`src/verilog/udma_crc_cfg.svh`:
```
// timing counts and fixed values for the data-out termination and crc block
`ifndef UDMA_CRC_CFG_SVH
`define UDMA_CRC_CFG_SVH
`define CRC_SEED 16'h4aba
`define ERR_ICRC_BIT 7
`define ERR_ABRT_BIT 2
`define SENSE_ABORTED 4'hb
`define SENSE_HW_ERR 4'h4
`define ASC_COMM_CRC 8'h08
`define ASCQ_COMM_CRC 8'h03
`define T_LI_NS 150
`define T_LI_CYC (((`T_LI_NS) / 8) > 0 ? ((`T_LI_NS) / 8) : 1)
`define T_ZIORDY_NS 20
`define T_ZIORDY_CYC (((`T_ZIORDY_NS) / 8) > 0 ? ((`T_ZIORDY_NS) / 8) : 1)
`endif

```
`src/verilog/udma_crc_pkg.sv`:
```
// types for the data-out termination and crc block
package udma_crc_pkg;
    typedef enum logic [1:0] {
        CMD_DMA_RW,
        CMD_PKT_SENSE,
        CMD_PKT_OTHER
    } cmd_kind_e;
    typedef enum logic [2:0] {
        ST_IDLE,
        ST_BURST,
        ST_STOPPING,
        ST_WAIT_ACK_END,
        ST_RELEASE
    } term_state_e;
endpackage : udma_crc_pkg

```
`src/verilog/udma_out_term_crc.sv`:
```
// device side of ultra dma data-out burst with host termination and burst crc
// Behaviour
// - device drops dmarq after stop, keeps low
// - device negates ready, keeps negated till end
// - non-data strobe reassertion is ignored
// - device latches host crc at dmack release
// - device releases ready after dmack release
// - separate 16-bit crc for every burst
// - crc loaded with seed at burst start
// - each data strobe edge folds word in
// - mismatch saved sticky, first error reported
// - dma commands report icrc and abort bits
// - sense crc error gives aborted command key
// - other packet error gives hardware key, asc
// - extra words enter crc but are discarded
// - polynomial x16+x12+x5+1, bit zero first
// - word clock from strobe, bits line up
// - crc checked only in ultra dma mode
`timescale 1ns/1ps
`include "udma_crc_cfg.svh"

module udma_out_term_crc
    import udma_crc_pkg::*;
#(
    parameter int WORDS_W = 16
) (
    input wire logic CLK,
    input wire logic NRST,
    input wire logic DMACK_N,
    input wire logic STOP,
    input wire logic HSTROBE,
    input wire logic [15:0] DATA_IN,
    input wire logic UDMA_MODE,
    input wire logic CMD_START,
    input wire cmd_kind_e CMD_KIND,
    input wire logic [WORDS_W-1:0] CMD_WORDS,
    input wire logic BURST_REQ,
    input wire logic CMD_END,
    output logic DMARQ,
    output logic DDMARDY_N_O,
    output logic DDMARDY_N_OE,
    output logic WORD_VALID,
    output logic [15:0] WORD_DATA,
    output logic CRC_ERR,
    output logic [7:0] ERROR_REG,
    output logic CHK,
    output logic [3:0] SENSE_KEY,
    output logic [7:0] ASC,
    output logic [7:0] ASCQ,
    output logic DONE
);

    ////////////////////////////////////////////////////////////////////////
    // input synchronisers
    logic [1:0] ack_s_q, stop_s_q, strb_s_q;
    logic [15:0] dat_s1_q, dat_s2_q;
    logic ack_n, stop_i, strb_i, strb_prev_q;

    always_ff @(posedge CLK or negedge NRST) begin
        if (!NRST) begin
            ack_s_q <= 2'h3;
            stop_s_q <= 2'h0;
            strb_s_q <= 2'h3;
            dat_s1_q <= 16'h0000;
            dat_s2_q <= 16'h0000;
            strb_prev_q <= 1'b1;
        end else begin
            ack_s_q <= {ack_s_q[0], DMACK_N};
            stop_s_q <= {stop_s_q[0], STOP};
            strb_s_q <= {strb_s_q[0], HSTROBE};
            dat_s1_q <= DATA_IN;
            dat_s2_q <= dat_s1_q;
            strb_prev_q <= strb_s_q[1];
        end
    end

    assign ack_n = ack_s_q[1];
    assign stop_i = stop_s_q[1];
    assign strb_i = strb_s_q[1];

    ////////////////////////////////////////////////////////////////////////
    // crc word function
    function automatic logic [15:0] crc_step(input logic [15:0] c, input logic [15:0] d);
        logic [15:0] r;
        logic fb;
        r = c;
        for (int i = 0; i < 16; i++) begin
            fb = d[i] ^ r[15];
            r = {r[14:0], 1'b0} ^ (fb ? 16'h1021 : 16'h0000);
        end
        return r;
    endfunction : crc_step

    ////////////////////////////////////////////////////////////////////////
    // burst and termination state
    term_state_e st_q, st_d;
    logic [15:0] crc_q, crc_d;
    logic [WORDS_W-1:0] cnt_q, cnt_d;
    logic [7:0] tmr_q, tmr_d;
    logic rq_q, rq_d, rdy_n_q, rdy_n_d, oe_q, oe_d;
    logic wv_q, wv_d;
    logic [15:0] wd_q, wd_d;
    logic err_q, err_d;
    logic [15:0] host_crc_q, host_crc_d;
    logic strb_edge, ack_rise;
    logic ack_prev_q;

    assign strb_edge = strb_i != strb_prev_q;
    assign ack_rise = ack_n && !ack_prev_q;

    // acknowledge history for the release edge, idles high like the pin
    always_ff @(posedge CLK or negedge NRST) begin
        if (!NRST) ack_prev_q <= 1'b1;
        else ack_prev_q <= ack_n;
    end

    always_comb begin
        st_d = st_q;
        crc_d = crc_q;
        cnt_d = cnt_q;
        tmr_d = tmr_q;
        rq_d = rq_q;
        rdy_n_d = rdy_n_q;
        oe_d = oe_q;
        wv_d = 1'b0;
        wd_d = wd_q;
        err_d = err_q;
        host_crc_d = host_crc_q;
        if (CMD_START) begin
            err_d = 1'b0;
            cnt_d = '0;
        end
        case (st_q)
            ST_IDLE: begin
                if (BURST_REQ && !CMD_START) begin
                    crc_d = `CRC_SEED;
                    rq_d = 1'b1;
                    st_d = ST_BURST;
                end
            end
            ST_BURST: begin
                if (!ack_n) begin
                    oe_d = 1'b1;
                    rdy_n_d = stop_i;
                end
                if (!ack_n && strb_edge) begin
                    crc_d = crc_step(crc_q, dat_s2_q);
                    if (cnt_q < CMD_WORDS) begin
                        wv_d = 1'b1;
                        wd_d = dat_s2_q;
                        cnt_d = cnt_q + 1'b1;
                    end
                end
                if (!ack_n && stop_i && !rdy_n_q) begin
                    rq_d = 1'b0;
                    rdy_n_d = 1'b1;
                    st_d = ST_STOPPING;
                end
            end
            ST_STOPPING: begin
                rq_d = 1'b0;
                rdy_n_d = 1'b1;
                if (ack_rise) begin
                    host_crc_d = dat_s2_q;
                    if (UDMA_MODE && (dat_s2_q != crc_q)) err_d = 1'b1;
                    tmr_d = 8'(`T_ZIORDY_CYC);
                    st_d = ST_RELEASE;
                end
            end
            ST_RELEASE: begin
                oe_d = 1'b0;
                if (tmr_q != 8'h00) tmr_d = tmr_q - 8'h01;
                else st_d = ST_IDLE;
            end
            default: st_d = ST_IDLE;
        endcase
    end

    always_ff @(posedge CLK or negedge NRST) begin
        if (!NRST) begin
            st_q <= ST_IDLE;
            crc_q <= `CRC_SEED;
            cnt_q <= '0;
            tmr_q <= 8'h00;
            rq_q <= 1'b0;
            rdy_n_q <= 1'b1;
            oe_q <= 1'b0;
            wv_q <= 1'b0;
            wd_q <= 16'h0000;
            err_q <= 1'b0;
            host_crc_q <= 16'h0000;
        end else begin
            st_q <= st_d;
            crc_q <= crc_d;
            cnt_q <= cnt_d;
            tmr_q <= tmr_d;
            rq_q <= rq_d;
            rdy_n_q <= rdy_n_d;
            oe_q <= oe_d;
            wv_q <= wv_d;
            wd_q <= wd_d;
            err_q <= err_d;
            host_crc_q <= host_crc_d;
        end
    end

    ////////////////////////////////////////////////////////////////////////
    // end of command reporting
    logic [7:0] er_q, er_d, asc_q, asc_d, ascq_q, ascq_d;
    logic chk_q, chk_d, done_q, done_d;
    logic [3:0] key_q, key_d;

    always_comb begin
        er_d = er_q;
        asc_d = asc_q;
        ascq_d = ascq_q;
        chk_d = chk_q;
        key_d = key_q;
        done_d = 1'b0;
        if (CMD_START) begin
            er_d = 8'h00;
            chk_d = 1'b0;
            key_d = 4'h0;
        end else if (CMD_END) begin
            done_d = 1'b1;
            if (err_q) begin
                case (CMD_KIND)
                    CMD_DMA_RW: begin
                        er_d[`ERR_ICRC_BIT] = 1'b1;
                        er_d[`ERR_ABRT_BIT] = 1'b1;
                    end
                    CMD_PKT_SENSE: begin
                        chk_d = 1'b1;
                        key_d = `SENSE_ABORTED;
                    end
                    CMD_PKT_OTHER: begin
                        chk_d = 1'b1;
                        key_d = `SENSE_HW_ERR;
                        asc_d = `ASC_COMM_CRC;
                        ascq_d = `ASCQ_COMM_CRC;
                    end
                    default: chk_d = 1'b1;
                endcase
            end
        end
    end

    always_ff @(posedge CLK or negedge NRST) begin
        if (!NRST) begin
            er_q <= 8'h00;
            asc_q <= 8'h00;
            ascq_q <= 8'h00;
            chk_q <= 1'b0;
            key_q <= 4'h0;
            done_q <= 1'b0;
        end else begin
            er_q <= er_d;
            asc_q <= asc_d;
            ascq_q <= ascq_d;
            chk_q <= chk_d;
            key_q <= key_d;
            done_q <= done_d;
        end
    end

    assign DMARQ = rq_q;
    assign DDMARDY_N_O = rdy_n_q;
    assign DDMARDY_N_OE = oe_q;
    assign WORD_VALID = wv_q;
    assign WORD_DATA = wd_q;
    assign CRC_ERR = err_q;
    assign ERROR_REG = er_q;
    assign CHK = chk_q;
    assign SENSE_KEY = key_q;
    assign ASC = asc_q;
    assign ASCQ = ascq_q;
    assign DONE = done_q;

    ////////////////////////////////////////////////////////////////////////
    // checks
    dmarq_drops_a: assert property (@(posedge CLK) disable iff (!NRST)
        (st_q == ST_BURST && !ack_n && stop_i && !rdy_n_q) |=> !DMARQ)
        else $error("dmarq not dropped after stop");
    dmarq_stays_a: assert property (@(posedge CLK) disable iff (!NRST)
        (st_q == ST_STOPPING) |-> !DMARQ)
        else $error("dmarq raised during termination");
    ready_held_a: assert property (@(posedge CLK) disable iff (!NRST)
        (st_q == ST_STOPPING) |-> DDMARDY_N_O)
        else $error("ready asserted during termination");
    no_fold_a: assert property (@(posedge CLK) disable iff (!NRST)
        (st_q == ST_STOPPING) |=> $stable(crc_q) || st_q == ST_RELEASE)
        else $error("crc changed on non-data strobe");
    crc_seed_a: assert property (@(posedge CLK) disable iff (!NRST)
        (st_q == ST_IDLE && BURST_REQ && !CMD_START) |=> crc_q == `CRC_SEED)
        else $error("crc not seeded");
    crc_fold_a: assert property (@(posedge CLK) disable iff (!NRST)
        (st_q == ST_BURST && !ack_n && strb_edge && !(stop_i && !rdy_n_q))
        |=> crc_q == crc_step($past(crc_q), $past(dat_s2_q)))
        else $error("crc not folded");
    err_sticky_a: assert property (@(posedge CLK) disable iff (!NRST)
        (CRC_ERR && !CMD_START) |=> CRC_ERR)
        else $error("saved crc error lost");
    icrc_report_a: assert property (@(posedge CLK) disable iff (!NRST)
        (CMD_END && !CMD_START && err_q && CMD_KIND == CMD_DMA_RW) |=> ERROR_REG[7] && ERROR_REG[2])
        else $error("icrc abort not reported");
    release_time_a: assert property (@(posedge CLK) disable iff (!NRST)
        (st_q == ST_STOPPING && ack_rise) |=> ##[0:20] !DDMARDY_N_OE)
        else $error("ready not released");
    mode_gate_a: assert property (@(posedge CLK) disable iff (!NRST)
        (!UDMA_MODE && !CRC_ERR && !CMD_START) |=> !CRC_ERR)
        else $error("crc error outside ultra mode");
    new_cmd_a: assert property (@(posedge CLK) disable iff (!NRST)
        CMD_START |=> !CRC_ERR)
        else $error("crc error not cleared by new command");
    rq_release_a: assert property (@(posedge CLK) disable iff (!NRST)
        (st_q == ST_RELEASE) |-> !DMARQ)
        else $error("dmarq raised before burst end");
    ready_driven_a: assert property (@(posedge CLK) disable iff (!NRST)
        !DDMARDY_N_O |-> DDMARDY_N_OE)
        else $error("ready asserted while not driven");
    host_crc_latch_a: assert property (@(posedge CLK) disable iff (!NRST)
        (st_q == ST_STOPPING && ack_rise) |=> host_crc_q == $past(dat_s2_q))
        else $error("host crc not latched at acknowledge release");
    err_set_a: assert property (@(posedge CLK) disable iff (!NRST)
        (st_q == ST_STOPPING && ack_rise && UDMA_MODE && dat_s2_q != crc_q) |=> CRC_ERR)
        else $error("crc mismatch not saved");
    word_pass_a: assert property (@(posedge CLK) disable iff (!NRST)
        (st_q == ST_BURST && !ack_n && strb_edge && cnt_q < CMD_WORDS)
        |=> WORD_VALID && WORD_DATA == $past(dat_s2_q))
        else $error("needed word not passed on");
    extra_drop_a: assert property (@(posedge CLK) disable iff (!NRST)
        (st_q == ST_BURST && !ack_n && strb_edge && cnt_q >= CMD_WORDS) |=> !WORD_VALID)
        else $error("extra word passed on");
    sense_report_a: assert property (@(posedge CLK) disable iff (!NRST)
        (CMD_END && !CMD_START && err_q && CMD_KIND == CMD_PKT_SENSE)
        |=> CHK && SENSE_KEY == `SENSE_ABORTED)
        else $error("sense crc error not reported as aborted");
    hw_report_a: assert property (@(posedge CLK) disable iff (!NRST)
        (CMD_END && !CMD_START && err_q && CMD_KIND == CMD_PKT_OTHER)
        |=> CHK && SENSE_KEY == `SENSE_HW_ERR && ASC == `ASC_COMM_CRC && ASCQ == `ASCQ_COMM_CRC)
        else $error("packet crc error not reported as hardware error");
    done_pulse_a: assert property (@(posedge CLK) disable iff (!NRST)
        (CMD_END && !CMD_START) |=> DONE)
        else $error("command end not reported");

endmodule : udma_out_term_crc

```
`config.mk`:
```
export PLATFORM = sky130hd
export DESIGN_NAME = udma_out_term_crc
export DESIGN_NICKNAME = d
export VERILOG_FILES = /design/src/verilog/udma_crc_pkg.sv /design/src/verilog/udma_out_term_crc.sv
export VERILOG_INCLUDE_DIRS = /design/src /design/src/verilog
export SDC_FILE = /design/constraint.sdc
export NUM_CORES = 1
export LEC_CHECK = 0
export ABC_AREA = 1
export BUFFER_PORTS_ARGS = -buffer_cell sky130_fd_sc_hd__buf_4
export CAP_MARGIN = 20
export CELL_PAD_IN_SITES_DETAIL_PLACEMENT = 0
export CELL_PAD_IN_SITES_GLOBAL_PLACEMENT = 1
export CORE_ASPECT_RATIO = 0.6
export CORE_UTILIZATION = 40
export CTS_CLUSTER_DIAMETER = 80
export DETAILED_ROUTE_END_ITERATION = 7
export GPL_ROUTABILITY_DRIVEN = 0
export GPL_TIMING_DRIVEN = 0
export HOLD_SLACK_MARGIN = 0.15
export PLACE_DENSITY = 0.78
export SLEW_MARGIN = 10
export SYNTH_ARGS = -nofsm -noshare
export SYNTH_HDL_FRONTEND = slang
export SYNTH_SLANG_ARGS = --single-unit
```
`constraint.sdc`:
```
create_clock -name CLK -period 2.6 [get_ports CLK]
set_input_delay 0.39 -clock CLK [delete_from_list [all_inputs] [get_ports CLK]]
set_output_delay 0.39 -clock CLK [all_outputs]
set_load 0.02 [all_outputs]
```
==> impl_metrics.yaml <==
run_status:
  status: "complete, no violations"
detailed_routing:
  firstDrtPassIters: 6
  routed_wl_um: 14400
  vias: 4990
  antenna_left: 0
  routed_via_density: 4.730
  drcViolationCount: 0
  first_iter_violations: 352
  wl_per_cell_um: 13.64
logic_synthesis:
  seq_area_frac_synth: 0.4710
  synth_area_mm2: 0.005884
  synth_cells: 734
  synth_cell_types: 34
  ys_warn_count: 0
  ys_ff_latch: 110
  syn_area_per_cell_um2: 8.017
global_routing:
  antenna_found_initial: 0
  grt_pass1_vias: 4621
  overflow: 0
  use_met3: 0.03422
  grt_pass1_wl_um: 23070
  grt_max_degree: 111
  busiest_layer: "met1"
  grt_use_met1: 0.3014
  use_met2: 0.3004
  grtUsageTotal: 0.2002
critical_path:
  cp.required_ns: 2.84
  end_kind: "register"
  criticalPathCategory: "reg2reg"
  cp.arrival_ns: 2.34
  critPathMaxFanout: 5
  cp-start-kind: "register"
final_layout:
  nets: 919
  layout_common_cells: "nand2_1 (213), inv_1 (98), buf_4 (98), dfrtp_1 (95), nand3_1 (64)"
  antenna_cells: 0
  design_area_mm2: 0.007264
  regArea_mm2: 0.002771
  synthToLayoutAreaGrowth_pct: 23.45
  multiInputGateArea_mm2: 0.002555
  drive_gt1_frac: 0.1715
  fill_cells: 1339
  final_common_cell: "nand2_1"
sta:
  slew_headroom: 0.6383
  setup_slack_ns: 0.5012
  drv_slew: 0
  hold_ws_ns: 0.2583
  setup_violations: 0
  period_share: 0.8072
  period_minus_slack_ns: 2.099
  grt_setup_unrepaired: "false"
  fmax_mhz: 476.5
  worstMarginPinSlew_ns: 0.5383
  fin_worst_skew_ns: 0.01252
  hold_viol_final: 0
  finalSetupTns_ns: 0
worst_hold_path:
  min_path_type: "in2reg"
die:
  rows: 33
  die_w_um: 158.6
  die_area_mm2: 0.01522
  die_h_um: 95.95
  io_pins: 94
  coreArea_mm2: 0.01400
  start_util: 0.4204
clock_tree:
  cts_max_level: 3
  cts_buffer_depth: 2
  tritoncts: "yes"
  cts.sinks: 110
  clock_latency_ns: 0.35
  cts_root_buf: "clkbuf_16"
  cts_buffers: 9
  cts_resized: 0
  clk_pin_slew_worst_paths_ns: 0.08
pwr:
  power_mw: 6.617
  power_density_mw_per_mm2: 910.8
  p_leak_nw: 3.815
  vdd_drop_max_mv: 0.4111
placed_design:
  io_buffers: 74
  dp_hpwl_um: 10750
  dpl-instance-area_mm2: 0.006751
  post-place-ws_ns: 0.5055
job:
  cap_violations: 0
-- final timing paths --
check	startpoint	endpoint	slack, ns	cells past startpoint
worst max register to register	dat_s2_q[3]	crc_q[12]	0.50	10
min in group asynchronous	NRST	cnt_q[7]	0.44	2
max in group asynchronous	NRST	crc_q[4]	1.40	3
worst min register to register	dat_s1_q[12]	dat_s2_q[12]	0.35	0
worst max-delay path	dat_s2_q[3]	crc_q[12]	0.50	10
worst min-delay path	CMD_END	DONE	0.26	3
-- per-layer routing --
metal	wire (µm)	share of wire
met4	92	0.0064
met2	5989	0.42
met3	1018	0.071
met5	0	0
met1	7295	0.51
-- cells by family (layout without fill, tap and decap cells) --
| logic type | Yosys count | in the layout | share of synthesized area |
|---|---|---|---|
| xor gates and xnor gates | 47 | 47 | 0.06996 |
| DFF | 110 | 110 | 0.4710 |
| other | 1 | 19 | 0.0006373 |
| buffers and inverters | 136 | 247 | 0.1063 |
| adders and majority gates | 18 | 18 | 0.03827 |
| AOI/OAI and AO/OA | 62 | 62 | 0.05613 |
| and+or+nand+nor | 360 | 360 | 0.2577 |
-- Yosys cell counts --
cell	number	area, µm²
nand2_1	213	799.5
xor2_1	27	236.5
xnor2_1	20	175.2
nor2_4	2	22.52
a22o_1	1	8.760
nand2_2	7	43.79
buf_2	5	25.02
o21ai_1	5	25.02
or2_2	1	6.260
inv_1	98	367.9
ha_1	18	225.2
o211ai_1	1	7.510
nand4_1	7	43.79
buf_4	25	187.7
inv_2	2	7.510
a21o_1	1	7.510
clkinv_1	1	3.750
o31ai_1	1	7.510
nor2_1	50	187.7
a21oi_1	19	95.09
nor2b_1	1	6.260
nand3b_1	4	30.03
clkbuf_1	3	11.26
o21ai_0	28	140.1
nor4_1	1	6.260
conb_1	1	3.750
a31oi_1	2	12.51
buf_6	2	22.52
dfrtp_1	95	2377
dfstp_2	15	394.1
nand3_1	64	320.3
o22ai_1	3	18.77
nor3_1	10	50.05
o21a_1	1	7.510
-- registers in the layout (all words and copies together) (netlist names), 2 cells and up --
| register | flops |
|---|---|
| WORD_DATA | 16 |
| ack_s_q | 2 |
| cnt_q | 16 |
| strb_s_q | 2 |
| tmr_q | 8 |
| dat_s1_q | 16 |
| dat_s2_q | 16 |
| st_q | 3 |
| stop_s_q | 2 |
| crc_q | 16 |
| SENSE_KEY | 2 |
-- what timing repair did --
item                                   in CTS  in global routing
endpoints found under the hold margin      19                 20
setup buffers                               0                  0
hold buffers                               19                  1
-- through the flow --
| step | std cells | util |
|---|---|---|
| 6_report | 1055 | 0.5190 |
| 5_1_grt | 1055 | 0.5190 |
| 4_1_cts | 1053 | 0.5163 |
| 3_5_place_dp | 1018 | 0.4823 |
| 3_3_place_gp | 1018 | 0.4821 |
| 2_1_floorplan | 752 | - |
-- worst max-delay path, stage by stage (launching register included) --
cell	delay, ns
dfrtp_1	0.45
xnor2_1	0.44
nand2_1	0.17
nand2_1	0.23
nand2_1	0.07
nand2_1	0.18
nand2_1	0.10
nand2_1	0.12
nand2_1	0.07
nand3_1	0.11
nand2_1	0.06
-- cell type report --
class | count | area share
well taps | 192 | 0.03307
repair buffers | 95 | 0.1083
plain buffers | 35 | 0.03393
inverters | 101 | 0.05219
clock inverters | 3 | 0.003445
flip-flops and latches | 110 | 0.3815
clock buffers | 13 | 0.03583
multi-input cells | 506 | 0.3517
-- report_power, final --
group          switching, mW  internal, mW
Clock                  0.626         0.712
Sequential             0.351          2.13
Combinational           1.76          1.04
No activity file was read; power rests on OpenSTA's default activity.
